### src/dss_consts.svh
`ifndef DSS_CONSTS_SVH
`define DSS_CONSTS_SVH

// Clock
`define DSS_CLK_PERIOD_NS    20
// Per-channel switching rate; the oscillator runs at twice this
`define DSS_FSW_KHZ          600
`define DSS_OSC_CYC          ((1000000 / (`DSS_CLK_PERIOD_NS * 2 * `DSS_FSW_KHZ)))
// Master-to-slave sequencing delay
`define DSS_SEQ_DELAY_US     400
`define DSS_SEQ_DELAY_CYC    ((`DSS_SEQ_DELAY_US * 1000) / `DSS_CLK_PERIOD_NS)
// Soft-start ramp, 0 V to the 0.8 V reference
`define DSS_SS_TIME_US       2100
`define DSS_REF_MV           800
`define DSS_REF_CODE         8'hff
`define DSS_SS_STEP_CYC      ((`DSS_SS_TIME_US * 1000) / (`DSS_CLK_PERIOD_NS * 255))
// Pulses dropped after a current-limit hit
`define DSS_SKIP_PULSES      3'h6
// Reset values
`define DSS_RST_CODE         8'h00

`endif

### src/dss_pkg.sv
package dss_pkg;

    typedef enum logic [2:0]
    {
        DSS_MODE_2_FIRST = 3'h1,
        DSS_MODE_1_FIRST = 3'h2,
        DSS_MODE_INDEP   = 3'h4
    } dss_mode_t;

    typedef enum logic [2:0]
    {
        DSS_ST_OFF  = 3'h1,
        DSS_ST_BIAS = 3'h2,
        DSS_ST_ON   = 3'h4
    } dss_state_t;

endpackage : dss_pkg

### src/dss_ch_if.sv
`timescale 1ns/1ps

interface dss_ch_if;
    logic       run;
    logic       slot;
    logic       cur_lim;
    logic [7:0] ref_code;
    logic       ramp_done;
    logic       pulse_start;
    logic       high_side_en;

    modport ctrl
    (
        output run,
        output slot,
        output cur_lim,
        input  ref_code,
        input  ramp_done,
        input  pulse_start,
        input  high_side_en
    );

    modport chan
    (
        input  run,
        input  slot,
        input  cur_lim,
        output ref_code,
        output ramp_done,
        output pulse_start,
        output high_side_en
    );
endinterface : dss_ch_if

### src/dss_channel.sv
`timescale 1ns/1ps
`include "dss_consts.svh"

module dss_channel
(
    // Clock and reset
    input  wire logic sys_clk_i,
    input  wire logic nrst_i,
    // Channel link
    dss_ch_if.chan    ch
);

    localparam logic [8:0] STEP_CYC = 9'(`DSS_SS_STEP_CYC);

    logic [8:0] step_cnt;
    logic [7:0] ramp;
    logic [2:0] skip_cnt;
    logic       lim_seen;
    logic       pulse;

    // Step timer for the digital ramp
    always_ff @(posedge sys_clk_i)
    begin
        if (!nrst_i || !ch.run || step_cnt == STEP_CYC - 9'h1)
            step_cnt <= 9'h0;
        else
            step_cnt <= step_cnt + 9'h1;
    end

    // Ramp climbs from zero, then sits at the reference while enabled
    always_ff @(posedge sys_clk_i)
    begin
        if (!nrst_i || !ch.run)
            ramp <= `DSS_RST_CODE;
        else if (step_cnt == STEP_CYC - 9'h1 && ramp != `DSS_REF_CODE)
            ramp <= ramp + 8'h1;
    end

    // Lower of ramp and fixed reference governs the error amplifier
    always_ff @(posedge sys_clk_i)
    begin
        if (!nrst_i || !ch.run)
            ch.ref_code <= `DSS_RST_CODE;
        else
            ch.ref_code <= (ramp < `DSS_REF_CODE) ? ramp : `DSS_REF_CODE;
    end

    always_ff @(posedge sys_clk_i)
    begin
        if (!nrst_i || !ch.run)
            ch.ramp_done <= 1'b0;
        else if (ramp == `DSS_REF_CODE)
            ch.ramp_done <= 1'b1;
    end

    // Current-limit hit during soft-start, held until the next slot
    always_ff @(posedge sys_clk_i)
    begin
        if (!nrst_i || !ch.run)
            lim_seen <= 1'b0;
        else if (ch.cur_lim && !ch.ramp_done)
            lim_seen <= 1'b1;
        else if (ch.slot)
            lim_seen <= 1'b0;
    end

    // Drop six slots after a hit; none otherwise
    always_ff @(posedge sys_clk_i)
    begin
        if (!nrst_i || !ch.run)
            skip_cnt <= 3'h0;
        else if (ch.slot && lim_seen)
            skip_cnt <= `DSS_SKIP_PULSES - 3'h1;
        else if (ch.slot && skip_cnt != 3'h0)
            skip_cnt <= skip_cnt - 3'h1;
    end

    assign pulse = ch.run && ch.slot && !lim_seen && skip_cnt == 3'h0;

    always_ff @(posedge sys_clk_i)
    begin
        if (!nrst_i)
            ch.pulse_start <= 1'b0;
        else
            ch.pulse_start <= pulse;
    end

    // Switch permission falls with the run request, no pulldown drive
    always_ff @(posedge sys_clk_i)
    begin
        if (!nrst_i)
            ch.high_side_en <= 1'b0;
        else
            ch.high_side_en <= ch.run;
    end

endmodule : dss_channel

### src/dss_top.sv
`timescale 1ns/1ps
`include "dss_consts.svh"
// How it works
// - Both enables low, strap floating: both outputs start once supply is valid, no extra delay.
// - Master or independent-mode enable released after regulation: high side off at once, pulldown stays off.
// - Strap sampled at power-on: high, low or floating selects the ordering mode.
// - Strap high: output 2 master, output 1 slave; enable 1 cannot start it.
// - Output-2-first: output 1 starts about 400 us after output 2 regulates.
// - Output-2-first: releasing enable 2 shuts both outputs at once.
// - Strap low: output 1 master, output 2 slave; enable 2 cannot start it.
// - Output-1-first: output 2 starts about 400 us after output 1 regulates.
// - Output-1-first: releasing enable 1 shuts both outputs at once.
// - Sequential, master off: slave enable alone keeps or drops the bias regulator.
// - Strap floating: each enable drives its own channel; tie them for ratiometric.
// - Ratiometric: each output ramps scaled to its final voltage, both arrive together.
// - Strap floating, separate enables: each output starts, runs, stops independently.
// - Each channel has its own stepped ramp; lower of ramp and reference governs.
// - Ramp goes from zero to the 0.8 V reference in about 2.1 ms.
// - Ramp holds at the reference while the output stays enabled.
// - In soft-start a current-limit hit drops the next six pulses.
// - No current-limit hit means no pulse is dropped.
// - Both enables released: shutdown, bias regulator off.
// - Bias must exceed 4 V before PWM and soft-start begin.
// - Channels switch on alternate oscillator cycles, 180 degrees apart.

module dss_top
#(
    parameter int SEQ_DELAY_CYC = `DSS_SEQ_DELAY_CYC
)
(
    // Clock and reset
    input  wire logic       sys_clk_i,
    input  wire logic       nrst_i,
    // Enable pins, active low
    input  wire logic       first_output_enable_n_i,
    input  wire logic       second_output_enable_n_i,
    // Order-select strap comparators
    input  wire logic       strap_at_bias_i,
    input  wire logic       strap_at_ground_i,
    // Supply monitors
    input  wire logic       control_supply_ok_i,
    input  wire logic       bias_above_4v_i,
    // Per-channel current-limit comparators
    input  wire logic [1:0] cur_lim_i,
    // Bias regulator control
    output logic            bias_reg_en_o,
    // Per-channel power stage
    output logic [1:0]      high_side_en_o,
    output logic [1:0]      pulldown_on_o,
    output logic [1:0]      pulse_start_o,
    output logic [1:0]      in_regulation_o,
    // Soft-start references
    output logic [7:0]      ch1_ref_code_o,
    output logic [7:0]      ch2_ref_code_o,
    // Status
    output logic [2:0]      mode_o
);

    localparam int         NSYNC   = 7;
    localparam logic [5:0] OSC_CYC = 6'(`DSS_OSC_CYC);

    logic [NSYNC-1:0] raw_in;
    logic [NSYNC-1:0] sync_a;
    logic [NSYNC-1:0] sync_b;

    logic en1;
    logic en2;
    logic strap_hi;
    logic strap_lo;
    logic supply_ok;
    logic bias_ok;
    logic [1:0] lim;

    dss_pkg::dss_mode_t  mode;
    dss_pkg::dss_state_t state;
    dss_pkg::dss_state_t next_state;

    logic        strap_taken;
    logic [5:0]  osc_cnt;
    logic        osc_phase;
    logic        osc_tick;
    logic [14:0] delay_cnt;
    logic        delay_done;
    logic        master_reg;
    logic        want_bias;
    logic [1:0]  start_req;
    logic [1:0]  run;

    dss_ch_if ch_if [2] ();

    // Two-stage synchronisers for all pins
    assign raw_in = {cur_lim_i, bias_above_4v_i, control_supply_ok_i,
                     strap_at_ground_i, strap_at_bias_i,
                     first_output_enable_n_i ^ second_output_enable_n_i ^
                     second_output_enable_n_i};

    logic [1:0] en_raw_a;
    logic [1:0] en_raw_b;

    always_ff @(posedge sys_clk_i)
    begin
        if (!nrst_i)
        begin
            sync_a   <= '0;
            sync_b   <= '0;
            en_raw_a <= 2'h3;
            en_raw_b <= 2'h3;
        end
        else
        begin
            sync_a   <= raw_in;
            sync_b   <= sync_a;
            en_raw_a <= {second_output_enable_n_i, first_output_enable_n_i};
            en_raw_b <= en_raw_a;
        end
    end

    assign en1       = !en_raw_b[0];
    assign en2       = !en_raw_b[1];
    assign strap_hi  = sync_b[1];
    assign strap_lo  = sync_b[2];
    assign supply_ok = sync_b[3];
    assign bias_ok   = sync_b[4];
    assign lim       = sync_b[6:5];

    // Strap caught once, at the first valid supply after reset
    always_ff @(posedge sys_clk_i)
    begin
        if (!nrst_i)
        begin
            strap_taken <= 1'b0;
            mode        <= dss_pkg::DSS_MODE_INDEP;
        end
        else if (supply_ok && !strap_taken)
        begin
            strap_taken <= 1'b1;
            if (strap_hi)
                mode <= dss_pkg::DSS_MODE_2_FIRST;
            else if (strap_lo)
                mode <= dss_pkg::DSS_MODE_1_FIRST;
            else
                mode <= dss_pkg::DSS_MODE_INDEP;
        end
    end

    // Any asserted enable wants the bias regulator
    always_comb
    begin
        want_bias = supply_ok && strap_taken && (en1 || en2);
    end

    always_comb
    begin
        next_state = state;
        unique case (state)
            dss_pkg::DSS_ST_OFF:
                if (want_bias)
                    next_state = dss_pkg::DSS_ST_BIAS;
            dss_pkg::DSS_ST_BIAS:
                if (!want_bias)
                    next_state = dss_pkg::DSS_ST_OFF;
                else if (bias_ok)
                    next_state = dss_pkg::DSS_ST_ON;
            dss_pkg::DSS_ST_ON:
                if (!want_bias)
                    next_state = dss_pkg::DSS_ST_OFF;
                else if (!bias_ok)
                    next_state = dss_pkg::DSS_ST_BIAS;
            default:
                next_state = dss_pkg::DSS_ST_OFF;
        endcase
    end

    always_ff @(posedge sys_clk_i)
    begin
        if (!nrst_i)
            state <= dss_pkg::DSS_ST_OFF;
        else
            state <= next_state;
    end

    // Oscillator at twice the switching rate, slots alternate
    assign osc_tick = (osc_cnt == OSC_CYC - 6'h1);

    always_ff @(posedge sys_clk_i)
    begin
        if (!nrst_i || osc_tick)
            osc_cnt <= 6'h0;
        else
            osc_cnt <= osc_cnt + 6'h1;
    end

    always_ff @(posedge sys_clk_i)
    begin
        if (!nrst_i)
            osc_phase <= 1'b0;
        else if (osc_tick)
            osc_phase <= !osc_phase;
    end

    // Master regulation starts the inter-channel delay
    always_comb
    begin
        unique case (mode)
            dss_pkg::DSS_MODE_2_FIRST: master_reg = ch_if[1].ramp_done;
            dss_pkg::DSS_MODE_1_FIRST: master_reg = ch_if[0].ramp_done;
            dss_pkg::DSS_MODE_INDEP:   master_reg = 1'b0;
            default:                   master_reg = 1'b0;
        endcase
    end

    always_ff @(posedge sys_clk_i)
    begin
        if (!nrst_i || !master_reg)
            delay_cnt <= 15'h0;
        else if (!delay_done)
            delay_cnt <= delay_cnt + 15'h1;
    end

    assign delay_done = (delay_cnt == 15'(SEQ_DELAY_CYC));

    // Start requests per mode
    always_comb
    begin
        unique case (mode)
            dss_pkg::DSS_MODE_2_FIRST:
            begin
                start_req[1] = en2;
                start_req[0] = en2 && delay_done;
            end
            dss_pkg::DSS_MODE_1_FIRST:
            begin
                start_req[0] = en1;
                start_req[1] = en1 && delay_done;
            end
            dss_pkg::DSS_MODE_INDEP:
            begin
                start_req = {en2, en1};
            end
            default:
                start_req = 2'h0;
        endcase
    end

    // Runs only with bias good; both enables low start together in independent mode
    assign run = (state == dss_pkg::DSS_ST_ON) ? start_req : 2'h0;

    genvar g;
    generate
        for (g = 0; g < 2; g++)
        begin : g_ch
            assign ch_if[g].run     = run[g];
            assign ch_if[g].slot    = osc_tick && (osc_phase == 1'(g));
            assign ch_if[g].cur_lim = lim[g];

            dss_channel u_ch
            (
                .sys_clk_i (sys_clk_i),
                .nrst_i    (nrst_i),
                .ch        (ch_if[g])
            );

            assign high_side_en_o[g]  = ch_if[g].high_side_en;
            assign pulse_start_o[g]   = ch_if[g].pulse_start;
            assign in_regulation_o[g] = ch_if[g].ramp_done;
            assign pulldown_on_o[g]   = 1'b0;
        end
    endgenerate

    // Each output takes its own channel's ramp code; divider scales each output
    assign ch1_ref_code_o = ch_if[0].ref_code;
    assign ch2_ref_code_o = ch_if[1].ref_code;

    always_ff @(posedge sys_clk_i)
    begin
        if (!nrst_i)
            bias_reg_en_o <= 1'b0;
        else
            bias_reg_en_o <= (next_state != dss_pkg::DSS_ST_OFF);
    end

    assign mode_o = mode;

endmodule : dss_top

### config.mk
export PLATFORM = sky130hd
export DESIGN_NAME = dss_top
export DESIGN_NICKNAME = d
export VERILOG_FILES = /design/src/dss_pkg.sv /design/src/dss_ch_if.sv /design/src/dss_channel.sv /design/src/dss_top.sv
export VERILOG_INCLUDE_DIRS = /design/src
export SDC_FILE = /design/constraint.sdc
export NUM_CORES = 1
export LEC_CHECK = 0
export ABC_AREA = 1
export ABC_CLOCK_PERIOD_IN_PS = 1590
export BUFFER_PORTS_ARGS = -buffer_cell sky130_fd_sc_hd__buf_2
export CORE_ASPECT_RATIO = 1.75
export CORE_MARGIN = 1
export CORE_UTILIZATION = 49
export CTS_BUF_LIST = sky130_fd_sc_hd__clkbuf_8
export CTS_CLUSTER_SIZE = 24
export DETAILED_ROUTE_END_ITERATION = 12
export GPL_TIMING_DRIVEN = 0
export MAX_ROUTING_LAYER = met4
export PLACE_DENSITY = 0.77
export SYNTH_ARGS = -nofsm -noshare
export SYNTH_HDL_FRONTEND = slang
export SYNTH_SLANG_ARGS = --single-unit
### constraint.sdc
create_clock -name sys_clk_i -period 1.59 [get_ports sys_clk_i]
set_clock_uncertainty 0.05 [all_clocks]
set_input_delay 0.2385 -clock sys_clk_i [delete_from_list [all_inputs] [get_ports sys_clk_i]]
set_output_delay 0.2385 -clock sys_clk_i [all_outputs]
set_load 0.1 [all_outputs]
==> impl_metrics.py <==
metrics = {
    "detailed_routing": {
        "viasPerCell": 4.981,
        "dr.pass1.iters": 5,
        "vias": 4169,
        "wl_mm": 9.737,
        "wl_per_cell_um": 11.63,
        "antenna_left": 0,
        "drt-initial-drc-count": 193,
        "remaining_drc_errors": 0,
    },
    "pwr": {
        "total_leakage_power_nw": 2.338,
        "ir_drop_v": 0.0004443,
        "p_per_area_nw_per_um2": 770.6,
    },
    "setup_path": {
        "crit_required_ns": 1.85,
        "critPathCaptureType": "flip-flop",
        "cp-start-kind": "flip-flop",
        "slowest_delay_ns": 0.35,
        "crit_chain": "ha_1, nand3_1, inv_1, nand2_2, inv_2, nor2_2, nand2_1, a21oi_1",
        "slowest_stage": "dfxtp_2",
        "cp.arrival_ns": 1.79,
        "rr_worst_depth": 8,
        "setup.worst_path.class": "flip-flop to flip-flop",
        "worstSetupPathDepth": 8,
        "crit_family": "simple AND/OR/NAND/NOR gates",
        "path_buf_inv": 2,
        "crit_fanout": 5,
    },
    "sta": {
        "period_share_pct": 95.79,
        "rsz0062_at_grt": "true",
        "finalSetupViolCount": 0,
        "setup_tns_ns": 0,
        "finalHoldViolations": 0,
        "finalWorstSetupSlack_ns": 0.06696,
        "min_period_ns": 1.523,
        "drv_slew": 0,
        "fmax_mhz": 656.6,
    },
    "finish": {
        "layout-drive-gt1-share_pct": 20.70,
        "seqCellArea_um2": 2226,
        "area_delta_synth_final_pct": 17.01,
        "final_util_pct": 59.80,
        "num_antenna_cells": 0,
        "design_area_um2": 5697,
        "final_nets": 735,
        "fill_cells": 860,
        "multiInputGateArea_um2": 2236,
    },
    "clock_network": {
        "cts_tree": "done",
        "cts_buffer_depth": 2,
        "clockRootBuffer": "clkbuf_8",
        "clk_pin_slew_ns": 0.10,
        "htreeDepth": 3,
        "cts_sinks": 110,
        "worst_skew_pair.late_latency_ns": 0.38,
        "tritoncts.num_buffers": 9,
    },
    "global_route": {
        "grt_pass1_wl_mm": 15.41,
        "grt_pass1_vias": 3860,
        "grt_antenna_before_repair": 0,
        "grt_max_degree": 17,
        "grt_use_total_pct": 18.97,
        "grt_overflow": 0,
    },
    "die": {
        "start_util_pct": 51.10,
        "dieWidth_um": 77.35,
        "die-height_um": 133.9,
        "core_um2": 9527,
        "dieArea_um2": 10350,
        "placementRows": 47,
        "io_pins": 38,
    },
    "yosys": {
        "syn_avg_cell_area_um2": 7.595,
        "async_flop_share_pct": 0,
        "synthMuxAreaShare_pct": 0,
        "ys_types": 37,
        "ys_ff_latch": 110,
        "yosys.area_share.simple_pct": 30.84,
        "synth_top_family_by_area": "simple AND/OR/NAND/NOR gates",
        "synth_compound_gate_area_share_pct": 6.476,
        "synth-adder-area-share_pct": 3.598,
        "synthXorXnorAreaFrac_pct": 3.058,
        "yosys_warnings": 0,
        "synth_edf_count": 0,
        "netlist_area_um2": 4868,
        "ys_seq_area_share_pct": 45.23,
        "synthCells": 641,
        "yosys_most_used_dff": "dfxtp_1",
    },
    "hold_path": {
        "hold_class": "input port to flip-flop",
        "min_delay_path_depth": 3,
    },
    "placed_design": {
        "post-place-ws_ns": -0.01392,
        "dp_hpwl_mm": 6.896,
        "io_buffer_count": 34,
        "gp_congestion": 0.9287,
        "dpl-instance-area_um2": 5206,
    },
    "run_status": {
        "outcome": "finished clean",
    },
    "run": {
        "drv_cap": 0,
    },
}
## layout make-up
cell class              instances  share of cell area [%]
inverters                     103                   6.875
clock buffers                   9                   2.174
well taps                     122                   2.680
flip-flops and latches        110                   39.07
repair buffers                 55                   6.831
multi-input cells             415                   39.25
clock inverters                 6                  0.5491
plain buffers                  17                   2.570
## per-layer routing
metal,track usage (%),vias up,routed length (µm)
li1,-,2141,-
met1,17.07,1926,3611
met2,36.28,79,5511
met3,3.810,23,340
met4,10.06,0,274
met5,-,-,0
## layout by cell type, fill, tap and decap left out, types with 10 or more instances in the layout
master   count
nand2_1    117
ha_1        12
xor2_1      14
nor2_1      92
nand3_1     50
inv_1       96
buf_4       21
a21oi_1     26
dfxtp_1     99
nand4_1     18
buf_2       34
nor2_4      10
## through the flow
stage / power [mW] / cells / hold slack (ns)
6_report: 4.390 / 837 / 0.01475
5_1_grt: 4.539 / 837 / 0.02931
3_5_place_dp: 2.990 / 798 / 0.3486
3_3_place_gp: 2.984 / 798 / 0.3449
4_1_cts: 4.418 / 821 / 0.002358
2_1_floorplan: 2.959 / 642 / 0.2861
## tightest hold or removal path, cell delays in order
cell	delay, ns
buf_2	0.08
nand2_1	0.05
inv_1	0.04
## logic make-up (layout without fill, tap and decap cells)
logic type,count (synthesis),count (layout)
AND/OR/NAND/NOR,326,329
buffers and inverters,120,190
flip-flops,110,110
AO/OA/AOI/OAI,53,53
XOR/XNOR,17,17
adder cells (fa/ha/maj),14,14
other,1,2
## final timing paths
kind | start | endpoint | slack (ns)
max | g_ch[0].u_ch.ramp[0]$_SDFFE_PP0P_ | g_ch[0].u_ch.ramp[1]$_SDFFE_PP0P_ | 0.07
min | cur_lim_i[0] | sync_a[5]$_SDFF_PN0_ | 0.01
max reg2reg | g_ch[0].u_ch.ramp[0]$_SDFFE_PP0P_ | g_ch[0].u_ch.ramp[1]$_SDFFE_PP0P_ | 0.07
min reg2reg | sync_a[5]$_SDFF_PN0_ | sync_b[5]$_SDFF_PN0_ | 0.37
## synthesized netlist by cell type (9+ instances only)
library cell	instances	area, µm²
nand2_1	120	450.4
dfxtp_1	110	2202
inv_1	99	371.6
nor2_1	93	349.1
nand3_1	51	255.2
a21oi_1	26	130.1
nand4_1	18	112.6
ha_1	14	175.2
xor2_1	14	122.6
buf_4	9	67.56
nor3_1	9	45.04
o21ai_0	9	45.04
## power breakdown
group / switching [mW] / internal, mW
combinational: 0.0979 / 0.0565
sequential: 0.0190 / 2.78
clock: 0.893 / 0.545
total: 1.01 / 3.38
## state kept, by name (all words and copies together) (netlist names), 3 cells and up
signal / flops
mode_o: 3
g_ch.u_ch.skip_cnt: 6
state: 3
g_ch.u_ch.ch.ref_code: 16
sync_b: 6
g_ch.u_ch.ramp: 16
osc_cnt: 6
g_ch.u_ch.step_cnt: 18
sync_a: 6
delay_cnt: 15
## repair_timing
item / CTS / global route
cloned: 1 / 4
gates resized for setup: 1 / 37
setup buffers: 0 / 12
setup endpoints to repair: 9 / 66
hold buffers: 7 / 0
hold endpoints to repair: 7 / 0
pin swaps: 1 / 9
(Power assumes the default switching activity.)
